==> src/arce_pkg.sv <==
// Purpose: constants and types shared by the read-class command engine.
// Assumes: one clock MCLK at 250 MHz, synchronous active-high RESET.
// Notes: task-file registers sit at their printed offsets on a plain port.
package arce_pkg;
  localparam logic [3:0] ADDR_DATA       = 4'h0;
  localparam logic [3:0] ADDR_FEATURE    = 4'h1;
  localparam logic [3:0] ADDR_COUNT      = 4'h2;
  localparam logic [3:0] ADDR_LOW        = 4'h3;
  localparam logic [3:0] ADDR_MID        = 4'h4;
  localparam logic [3:0] ADDR_HIGH       = 4'h5;
  localparam logic [3:0] ADDR_UNIT       = 4'h6;
  localparam logic [3:0] ADDR_OPCODE     = 4'h7;
  localparam logic [3:0] ADDR_IRQ_STATUS = 4'h8;
  localparam logic [3:0] ADDR_IRQ_MASK   = 4'h9;
  localparam logic [3:0] ADDR_MEDIA_CTRL = 4'hA;

  localparam int          UNIT_LBA_BIT  = 6;
  localparam int          ST_BUSY_BIT   = 7;
  localparam int          ST_READY_BIT  = 6;
  localparam int          ST_DRQ_BIT    = 3;
  localparam int          ST_ERR_BIT    = 0;
  localparam int          ERR_ABORT_BIT = 2;
  localparam int          ERR_UNC_BIT   = 6;
  localparam int          ERR_IDNF_BIT  = 4;
  localparam logic [8:0]  SECTOR_WORDS  = 9'h100;
  localparam logic [2:0]  LONG_BYTES    = 3'h4;
  localparam logic [7:0]  RESET_BYTE    = 8'h00;
  localparam logic [7:0]  RESET_LOW     = 8'h01;
  localparam logic [7:0]  RESET_UNIT    = 8'hA0;
  localparam logic [1:0]  RESET_MASK    = 2'h3;

  localparam logic [7:0] OP_READ_A   = 8'h20;
  localparam logic [7:0] OP_READ_B   = 8'h21;
  localparam logic [7:0] OP_LONG_A   = 8'h22;
  localparam logic [7:0] OP_LONG_B   = 8'h23;
  localparam logic [7:0] OP_VERIFY_A = 8'h40;
  localparam logic [7:0] OP_VERIFY_B = 8'h41;
  localparam logic [3:0] OP_RECAL_HI = 4'h1;
  localparam logic [7:0] OP_SENSE    = 8'h03;

  localparam logic [7:0] XE_NONE        = 8'h00;
  localparam logic [7:0] XE_SELFTEST_OK = 8'h01;
  localparam logic [7:0] XE_MISC        = 8'h09;
  localparam logic [7:0] XE_INVALID_CMD = 8'h20;
  localparam logic [7:0] XE_INVALID_ADR = 8'h21;
  localparam logic [7:0] XE_OVERFLOW    = 8'h2F;
  localparam logic [7:0] XE_VOLTAGE     = 8'h35;
  localparam logic [7:0] XE_UNCORRECT   = 8'h11;
  localparam logic [7:0] XE_CORRECTED   = 8'h18;
  localparam logic [7:0] XE_ID_MISSING  = 8'h10;
  localparam logic [7:0] XE_ABORTED     = 8'h1F;
  localparam logic [7:0] XE_SELFTEST_NG = 8'h05;
  localparam logic [7:0] XE_SPARES_OUT  = 8'h3A;
  localparam logic [7:0] XE_BAD_FORMAT  = 8'h0C;
  localparam logic [7:0] XE_WRITE_FAIL  = 8'h03;

  localparam logic [2:0] MERR_CORRECTED = 3'h1;
  localparam logic [2:0] MERR_UNCORRECT = 3'h2;
  localparam logic [2:0] MERR_ID_MISS   = 3'h3;
  localparam logic [2:0] MERR_FORMAT    = 3'h4;
  localparam logic [2:0] MERR_VOLTAGE   = 3'h5;
  localparam logic [2:0] MERR_SPARES    = 3'h6;
  localparam logic [2:0] MERR_OTHER     = 3'h7;

  typedef enum logic [2:0] {
    ARCE_IDLE  = 3'b000,
    ARCE_FETCH = 3'b001,
    ARCE_WAIT  = 3'b010,
    ARCE_XFER  = 3'b011,
    ARCE_TAIL  = 3'b100
  } arce_state_type;
endpackage : arce_pkg

==> src/arce_media_if.sv <==
// Purpose: fetch handshake between the sequencer and the media error map.
// Assumes: one request in flight at a time.
// Notes: fetch_code is the raw media result, zero when clean.
interface arce_media_if;
  logic       fetch_go;
  logic       fetch_long;
  logic       fetch_done;
  logic [2:0] fetch_code;
  logic [7:0] ext_code;
  logic       hard_fail;
  modport seq (output fetch_go, output fetch_long, input fetch_done, input fetch_code,
               input ext_code, input hard_fail);
  modport map (input fetch_go, input fetch_long, input fetch_done, input fetch_code,
               output ext_code, output hard_fail);
endinterface : arce_media_if

==> src/arce_engine.sv <==
// Purpose: read-class command engine behind the task-file registers.
// Assumes: the media side answers each fetch with one done pulse and a result.
// Notes: data port reads pop the sector buffer; interrupt status clears on read.
module arce_engine
  import arce_pkg::*;
(
  input  wire logic        MCLK,
  input  wire logic        RESET,
  input  wire logic [3:0]  ADDR,
  input  wire logic [15:0] WDATA,
  input  wire logic        WR,
  input  wire logic        RD,
  output logic      [15:0] RDATA,
  output logic             MEDIA_GO,
  output logic      [27:0] MEDIA_LBA,
  output logic             MEDIA_LONG,
  input  wire logic        MEDIA_DONE,
  input  wire logic [2:0]  MEDIA_ERR,
  input  wire logic [15:0] MEDIA_WORD,
  input  wire logic [7:0]  MEDIA_BYTE,
  output logic      [8:0]  MEDIA_INDEX,
  output logic             IRQ
);
  arce_media_if m ();
  arce_err_map u_map (.m(m));

  arce_state_type state;
  logic [7:0]  feature_select;
  logic [7:0]  transfer_count;
  logic [7:0]  address_low_byte;
  logic [7:0]  address_mid_byte;
  logic [7:0]  address_high_byte;
  logic [7:0]  unit_head_select;
  logic [7:0]  opcode;
  logic [7:0]  error_reg;
  logic [7:0]  ext_error;
  logic [8:0]  remaining;
  logic [8:0]  word_index;
  logic        busy;
  logic        drq;
  logic        err_flag;
  logic        is_long;
  logic        is_verify;
  logic        first;
  logic [1:0]  irq_status;
  logic [1:0]  irq_mask;
  logic        media_enable;
  logic        ev_sector;
  logic        ev_done;
  logic [27:0] cur_lba;
  logic [27:0] next_lba;
  logic [15:0] next_rdata;
  logic        data_pop;
  logic        op_write;

  assign m.fetch_go   = MEDIA_GO;
  assign m.fetch_long = is_long;
  assign m.fetch_done = MEDIA_DONE;
  assign m.fetch_code = MEDIA_ERR;
  assign op_write     = WR && ADDR == ADDR_OPCODE && state == ARCE_IDLE;
  assign data_pop     = RD && ADDR == ADDR_DATA && drq;

  // chs and lba forms both advance as one flat 28-bit count; the mode bit is not consulted
  assign cur_lba = {unit_head_select[3:0], address_high_byte, address_mid_byte,
                    address_low_byte};
  always_comb begin
    next_lba = cur_lba + 28'h1;
  end

  assign MEDIA_LBA   = cur_lba;
  assign MEDIA_LONG  = is_long;
  assign MEDIA_INDEX = word_index;
  assign IRQ         = |(irq_status & irq_mask);

  // command sequencer
  always_ff @(posedge MCLK) begin
    ev_sector <= 1'b0;
    ev_done   <= 1'b0;
    MEDIA_GO  <= 1'b0;
    if (RESET) begin
      state      <= ARCE_IDLE;
      busy       <= 1'b0;
      drq        <= 1'b0;
      err_flag   <= 1'b0;
      is_long    <= 1'b0;
      is_verify  <= 1'b0;
      first      <= 1'b0;
      remaining  <= 9'h000;
      word_index <= 9'h000;
      error_reg  <= RESET_BYTE;
      ext_error  <= XE_NONE;
      opcode     <= RESET_BYTE;
    end else begin
      case (state)
        ARCE_IDLE: begin
          if (op_write) begin
            opcode    <= WDATA[7:0];
            err_flag  <= 1'b0;
            error_reg <= RESET_BYTE;
            first     <= 1'b1;
            is_long   <= WDATA[7:0] == OP_LONG_A || WDATA[7:0] == OP_LONG_B;
            is_verify <= WDATA[7:0] == OP_VERIFY_A || WDATA[7:0] == OP_VERIFY_B;
            if (WDATA[7:0] == OP_LONG_A || WDATA[7:0] == OP_LONG_B) begin
              remaining <= 9'h001;
              busy      <= 1'b1;
              state     <= ARCE_FETCH;
            end else if (WDATA[7:0] == OP_READ_A || WDATA[7:0] == OP_READ_B ||
                         WDATA[7:0] == OP_VERIFY_A || WDATA[7:0] == OP_VERIFY_B) begin
              remaining <= (transfer_count == 8'h00) ? SECTOR_WORDS
                                                     : {1'b0, transfer_count};
              busy      <= 1'b1;
              state     <= ARCE_FETCH;
            end else if (WDATA[7:0] == OP_SENSE) begin
              error_reg <= ext_error;
              ext_error <= XE_NONE;
              ev_done   <= 1'b1;
            end else if (WDATA[7:4] == OP_RECAL_HI) begin
              ext_error <= XE_NONE;
              ev_done   <= 1'b1;
            end else begin
              err_flag  <= 1'b1;
              error_reg <= 8'h01 << ERR_ABORT_BIT;
              ext_error <= XE_INVALID_CMD;
              ev_done   <= 1'b1;
            end
          end
        end
        ARCE_FETCH: begin
          if (!media_enable) begin
            err_flag  <= 1'b1;
            error_reg <= 8'h01 << ERR_ABORT_BIT;
            ext_error <= XE_ABORTED;
            busy      <= 1'b0;
            ev_done   <= 1'b1;
            state     <= ARCE_IDLE;
          end else begin
            MEDIA_GO <= 1'b1;
            state    <= ARCE_WAIT;
          end
        end
        ARCE_WAIT: begin
          if (MEDIA_DONE) begin
            first     <= 1'b0;
            remaining <= remaining - 9'h001;
            ext_error <= m.ext_code;
            if (m.hard_fail) begin
              err_flag  <= 1'b1;
              error_reg <= (MEDIA_ERR == MERR_ID_MISS) ? 8'h01 << ERR_IDNF_BIT
                                                        : 8'h01 << ERR_UNC_BIT;
            end
            if (is_verify) begin
              if (m.hard_fail || remaining == 9'h001) begin
                busy    <= 1'b0;
                ev_done <= 1'b1;
                state   <= ARCE_IDLE;
              end else begin
                state <= ARCE_FETCH;
              end
            end else begin
              word_index <= 9'h000;
              busy       <= 1'b0;
              drq        <= 1'b1;
              ev_sector  <= 1'b1;
              state      <= ARCE_XFER;
            end
          end
        end
        ARCE_XFER: begin
          if (data_pop) begin
            word_index <= word_index + 9'h001;
            if (word_index == SECTOR_WORDS - 9'h001) begin
              word_index <= 9'h000;
              if (is_long) begin
                state <= ARCE_TAIL;
              end else if (err_flag || remaining == 9'h000) begin
                drq   <= 1'b0;
                state <= ARCE_IDLE;
              end else begin
                drq   <= 1'b0;
                busy  <= 1'b1;
                state <= ARCE_FETCH;
              end
            end
          end
        end
        ARCE_TAIL: begin
          if (data_pop) begin
            word_index <= word_index + 9'h001;
            if (word_index == {6'h00, LONG_BYTES} - 9'h001) begin
              drq   <= 1'b0;
              state <= ARCE_IDLE;
            end
          end
        end
        default: state <= ARCE_IDLE;
      endcase
    end
  end

  // task-file address and count registers; hardware updates beat host writes
  always_ff @(posedge MCLK) begin
    if (RESET) begin
      feature_select    <= RESET_BYTE;
      transfer_count    <= RESET_LOW;
      address_low_byte  <= RESET_LOW;
      address_mid_byte  <= RESET_BYTE;
      address_high_byte <= RESET_BYTE;
      unit_head_select  <= RESET_UNIT;
    end else begin
      if (WR && state == ARCE_IDLE) begin
        case (ADDR)
          ADDR_FEATURE: feature_select    <= WDATA[7:0];
          ADDR_COUNT:   transfer_count    <= WDATA[7:0];
          ADDR_LOW:     address_low_byte  <= WDATA[7:0];
          ADDR_MID:     address_mid_byte  <= WDATA[7:0];
          ADDR_HIGH:    address_high_byte <= WDATA[7:0];
          ADDR_UNIT:    unit_head_select  <= WDATA[7:0];
          default: ;
        endcase
      end
      if (op_write && WDATA[7:4] == OP_RECAL_HI) begin
        address_mid_byte       <= RESET_BYTE;
        address_high_byte      <= RESET_BYTE;
        unit_head_select[3:0]  <= 4'h0;
        address_low_byte       <= unit_head_select[UNIT_LBA_BIT] ? RESET_BYTE : RESET_LOW;
      end
      if (state == ARCE_WAIT && MEDIA_DONE) begin
        if (is_verify && m.hard_fail) begin
          transfer_count <= remaining[7:0];
        end
        if (!m.hard_fail && remaining != 9'h001) begin
          // advance only when another sector follows, so the last one stays
          {unit_head_select[3:0], address_high_byte, address_mid_byte,
           address_low_byte} <= next_lba;
        end
      end
    end
  end

  // interrupt status: bit0 sector ready, bit1 command done; read clears, set wins
  always_ff @(posedge MCLK) begin
    if (RESET) begin
      irq_status   <= 2'h0;
      irq_mask     <= RESET_MASK;
      media_enable <= 1'b1;
    end else begin
      if (WR && ADDR == ADDR_IRQ_MASK) begin
        irq_mask <= WDATA[1:0];
      end
      if (WR && ADDR == ADDR_MEDIA_CTRL) begin
        media_enable <= WDATA[0];
      end
      irq_status <= ((RD && ADDR == ADDR_IRQ_STATUS) ? 2'h0 : irq_status)
                    | {ev_done, ev_sector};
    end
  end

  always_comb begin
    next_rdata = 16'h0000;
    case (ADDR)
      ADDR_DATA:       next_rdata = (state == ARCE_TAIL) ? {8'h00, MEDIA_BYTE}
                                                         : MEDIA_WORD;
      ADDR_FEATURE:    next_rdata = {8'h00, error_reg};
      ADDR_COUNT:      next_rdata = {8'h00, transfer_count};
      ADDR_LOW:        next_rdata = {8'h00, address_low_byte};
      ADDR_MID:        next_rdata = {8'h00, address_mid_byte};
      ADDR_HIGH:       next_rdata = {8'h00, address_high_byte};
      ADDR_UNIT:       next_rdata = {8'h00, unit_head_select};
      ADDR_OPCODE:     next_rdata = {8'h00, busy, ~busy, 2'b00, drq, 2'b00, err_flag};
      ADDR_IRQ_STATUS: next_rdata = {14'h0000, irq_status};
      ADDR_IRQ_MASK:   next_rdata = {14'h0000, irq_mask};
      ADDR_MEDIA_CTRL: next_rdata = {15'h0000, media_enable};
      default:         next_rdata = 16'h0000;
    endcase
  end

  always_ff @(posedge MCLK) begin
    if (RESET) begin
      RDATA <= 16'h0000;
    end else if (RD) begin
      RDATA <= next_rdata;
    end else begin
      RDATA <= 16'h0000;
    end
  end
endmodule : arce_engine

==> src/arce_err_map.sv <==
// Purpose: turn a media result into an extended error code and a stop flag.
// Assumes: fetch_code is stable while fetch_done is high.
// Notes: a corrected error does not stop the read; it is reported except on long reads.
module arce_err_map
  import arce_pkg::*;
(
  arce_media_if.map m
);
  always_comb begin
    m.hard_fail = 1'b1;
    case (m.fetch_code)
      3'h0:           m.ext_code = XE_NONE;
      MERR_CORRECTED: begin
        m.ext_code  = m.fetch_long ? XE_NONE : XE_CORRECTED;
        m.hard_fail = 1'b0;
      end
      MERR_UNCORRECT: m.ext_code = XE_UNCORRECT;
      MERR_ID_MISS:   m.ext_code = XE_ID_MISSING;
      MERR_FORMAT:    m.ext_code = XE_BAD_FORMAT;
      MERR_VOLTAGE:   m.ext_code = XE_VOLTAGE;
      MERR_SPARES:    m.ext_code = XE_SPARES_OUT;
      default:        m.ext_code = XE_MISC;
    endcase
    if (m.fetch_code == 3'h0) begin
      m.hard_fail = 1'b0;
    end
    if (m.fetch_long && m.fetch_code == MERR_UNCORRECT) begin
      m.ext_code  = XE_NONE;
      m.hard_fail = 1'b0;
    end
  end
endmodule : arce_err_map

==> config.mk <==
export PLATFORM = sky130hd
export DESIGN_NAME = arce_engine
export DESIGN_NICKNAME = d
export VERILOG_FILES = /design/src/arce_pkg.sv /design/src/arce_media_if.sv /design/src/arce_engine.sv /design/src/arce_err_map.sv
export SDC_FILE = /design/constraint.sdc
export NUM_CORES = 1
export LEC_CHECK = 0
export BUFFER_PORTS_ARGS = -buffer_cell sky130_fd_sc_hd__buf_4
export CAP_MARGIN = 5
export CORE_AREA = 2 2 148 92
export DETAILED_ROUTE_END_ITERATION = 10
export DIE_AREA = 0 0 150 94
export HOLD_SLACK_MARGIN = 0.12
export PLACE_DENSITY = 0.75
export SYNTH_ARGS = -nofsm -noshare
export SYNTH_HDL_FRONTEND = slang
export SYNTH_SLANG_ARGS = --single-unit
==> constraint.sdc <==
create_clock -name MCLK -period 5.33 [get_ports MCLK]
set_input_delay 0.533 -clock MCLK [delete_from_list [all_inputs] [get_ports MCLK]]
set_output_delay 0.533 -clock MCLK [all_outputs]
set_load 0.005 [all_outputs]
==> run metrics <==
Inst Count DP=992; CTS sink count=103; Ports=108; initial antenna violation count=0; vias in the first global route=5,421; GP Congestion=0.971; maxcap violations=0; CTS clk-pin slew, worst paths=0.07 ns; critical path startpoint=state[1]; largest net degree at the start of global routing=66; critical path depth=6; 1st-pass router iterations=6; post-synthesis instance area=5980 um^2; num rows=32; # port buffers=99; Most common cell on crit path=nor2_1; FF-to-FF path depth=6; # diodes=0; CTS H-tree lvls=3; Max FO, Critical Path=25; HPWL after DPL=14.1 mm; max FFs per register=16; Setup TNS=0 ns; most frequent cells in the layout=buf_4 (107), dfxtp_1 (103), nand2_1 (91), nor2_1 (74), a21oi_1 (53); VDD IR max=0.150 mV; CTS tree=yes; outcome=complete, no violations; initial core utilization=0.472; Hold WC Path Type=primary input to flip-flop; drt wl/cell=19.3 um; Primary FF master, synth=dfxtp_1; r2r endpoint=address_low_byte[6]; shortest period the worst path allows=3.05 ns; Hold Fails Final Rpt=0; reg-to-reg slack, setup=2.28 ns; CTS Hold Bufs=0; Mapped Nets=825; Post-synth EDFFs=0; CTS Buf Count=9; Yosys cell types=71; Worst EP required=5.54 ns; CP endpoint=address_low_byte[6]; Die H=94 um; Worst EP arrival=3.26 ns; reg-to-reg startpoint=state[1]; die area=14,100 um^2; Max-Slew Margin vs Limit=0.338; clock skew=0.0160 ns; Area Overhead vs Synth=18.4%; Critical Path Max Stage Delay=0.85 ns; Seq cells post-synth=103; Finished Layout Cells=1,008; Syn Area/Cell=7.80 um^2; fillers=1,207; Yosys Warn Count=0; routed vias/inst=6.19; vias=6,237; ys async rst share=0; min-delay src=MEDIA_WORD[9]; Post-layout nets=892; die width=150 um; proportion of layout cells with a drive suffix above 1=0.168; crit-path cells=nor3b_2, and2_1, and3_1, nor2_1, a22oi_1, nor2_1; unrepaired setup endpoints after global routing=no; P_leak=2.69 nW; CTS root buf=clkbuf_16; CP top delay family=simple AND/OR/NAND/NOR gates; post-CTS setup buffers=0; post-synthesis sequential area ratio=0.345; CP bufs+invs=0; DR iter-0 viols=1,055; slowest CP cell=and3_1; post_cts resized=0; Fmax=327 MHz; post-route ant nets=0; Setup Viol. Count Final=0; critical path class=flip-flop to flip-flop; PD cells=230 nW/um^2; core area=12,700 um^2; Final period util=0.573; first-pass GRT wire length=30.3 mm; Startpoint Class=flip-flop; Routed WL=19.5 mm; Crit. End Element=flip-flop; synthesized netlist cell count=766; slew of the pin with the lowest slew margin=0.994 ns; commonest non-fill, non-tap cell in the layout=buf_4; Tot GR Track Use=0.276; total grt overflow=0; worst-case clock buffer depth=2; clk_lat worst skew=0.35 ns; Slew Viols, Final=0; # DRC=0; Top reg by flops=RDATA
## synth_stat cells, drive strengths merged (3+ instances only)
cell type,instances,area share
o2bb2ai,3,0.0044
nor3b,5,0.0071
clkbuf,33,0.021
o21a,3,0.0038
a211oi,10,0.013
mux2i,29,0.049
xor2,7,0.010
nor2,74,0.046
o22ai,5,0.0052
and3,9,0.0094
nor2b,15,0.016
ha,7,0.015
dfxtp,103,0.34
and2,16,0.017
o21ai,39,0.033
or3,11,0.012
o2111ai,3,0.0044
a31oi,11,0.012
xnor2,10,0.015
nor4b,4,0.0069
inv,15,0.0094
o22a,3,0.0044
a22o,6,0.0088
o211ai,3,0.0038
o32ai,3,0.0075
a22oi,18,0.023
buf,18,0.016
a21oi,54,0.046
a221oi,13,0.019
nand2,91,0.057
or4,3,0.0038
a32oi,10,0.015
nand2b,6,0.0063
or2,5,0.0052
nand3,41,0.034
nor4,5,0.0063
nand4,14,0.015
mux2,6,0.011
nor3,24,0.020
nand3b,6,0.0075
## worst min path at each step
stage               slack [ns]  depth (start not counted)       endpoint
floorplan                 0.41                          2  irq_status[0]
global placement          0.42                          2  irq_status[1]
detailed placement        0.44                          2  irq_status[1]
CTS                       0.37                          2       RDATA[9]
global route              0.38                          2       RDATA[9]
finish                    0.38                          2       RDATA[9]
## where the power goes
group | leakage [nW] | internal [W] | switching [W]
clock | 0.147 | 0.000371 | 0.000315
combinational | 1.71 | 0.0000587 | 0.0000860
sequential | 0.831 | 0.000780 | 0.0000145
total | 2.69 | 0.00121 | 0.000416
## per-stage QoR
stage / utilization / total power, W / setup slack, ns / cell area (um^2) / hold WS (ns)
floorplan: - / 0.000887 / 3.07 / 5980 / 0.413
global placement: 0.535 / 0.000950 / 2.35 / 6770 / 0.425
detailed placement: 0.535 / 0.000951 / 2.34 / 6770 / 0.438
CTS: 0.559 / 0.00163 / 2.39 / 7080 / 0.372
global route: 0.559 / 0.00168 / 2.01 / 7080 / 0.381
finish: 0.559 / 0.00163 / 2.28 / 7080 / 0.382
## area by class of cell
cell class	instances	area, um^2	share of cell area
Clock buffer	9	225	0.0318
Tap cell	170	213	0.0301
Sequential cell	103	2060	0.291
Timing Repair Buffer	107	803	0.114
Clock inverter	7	77.6	0.0110
Inverter	16	60.1	0.00849
Multi-Input combinational cell	596	3640	0.514
## kinds of logic (layout without fill, tap and decap cells)
group           count (synthesis)  count (layout)  share of synthesized area
compound gates                201             201                      0.227
xor+xnor                       17              17                     0.0249
fa+ha+maj                       7               7                     0.0147
buf+inv                        67             139                     0.0467
flops                         103             103                      0.345
mux                            35              35                     0.0599
simple gates                  336             336                      0.282
## layer usage
metal	GRT usage	share of wire	routed length, um
met1	0.436	0.47	9110
met2	0.354	0.38	7300
met3	0.0874	0.15	2850
met4	0.0527	0.010	199
met5	0	0	0
No activity file was read; power rests on OpenSTA's default activity.
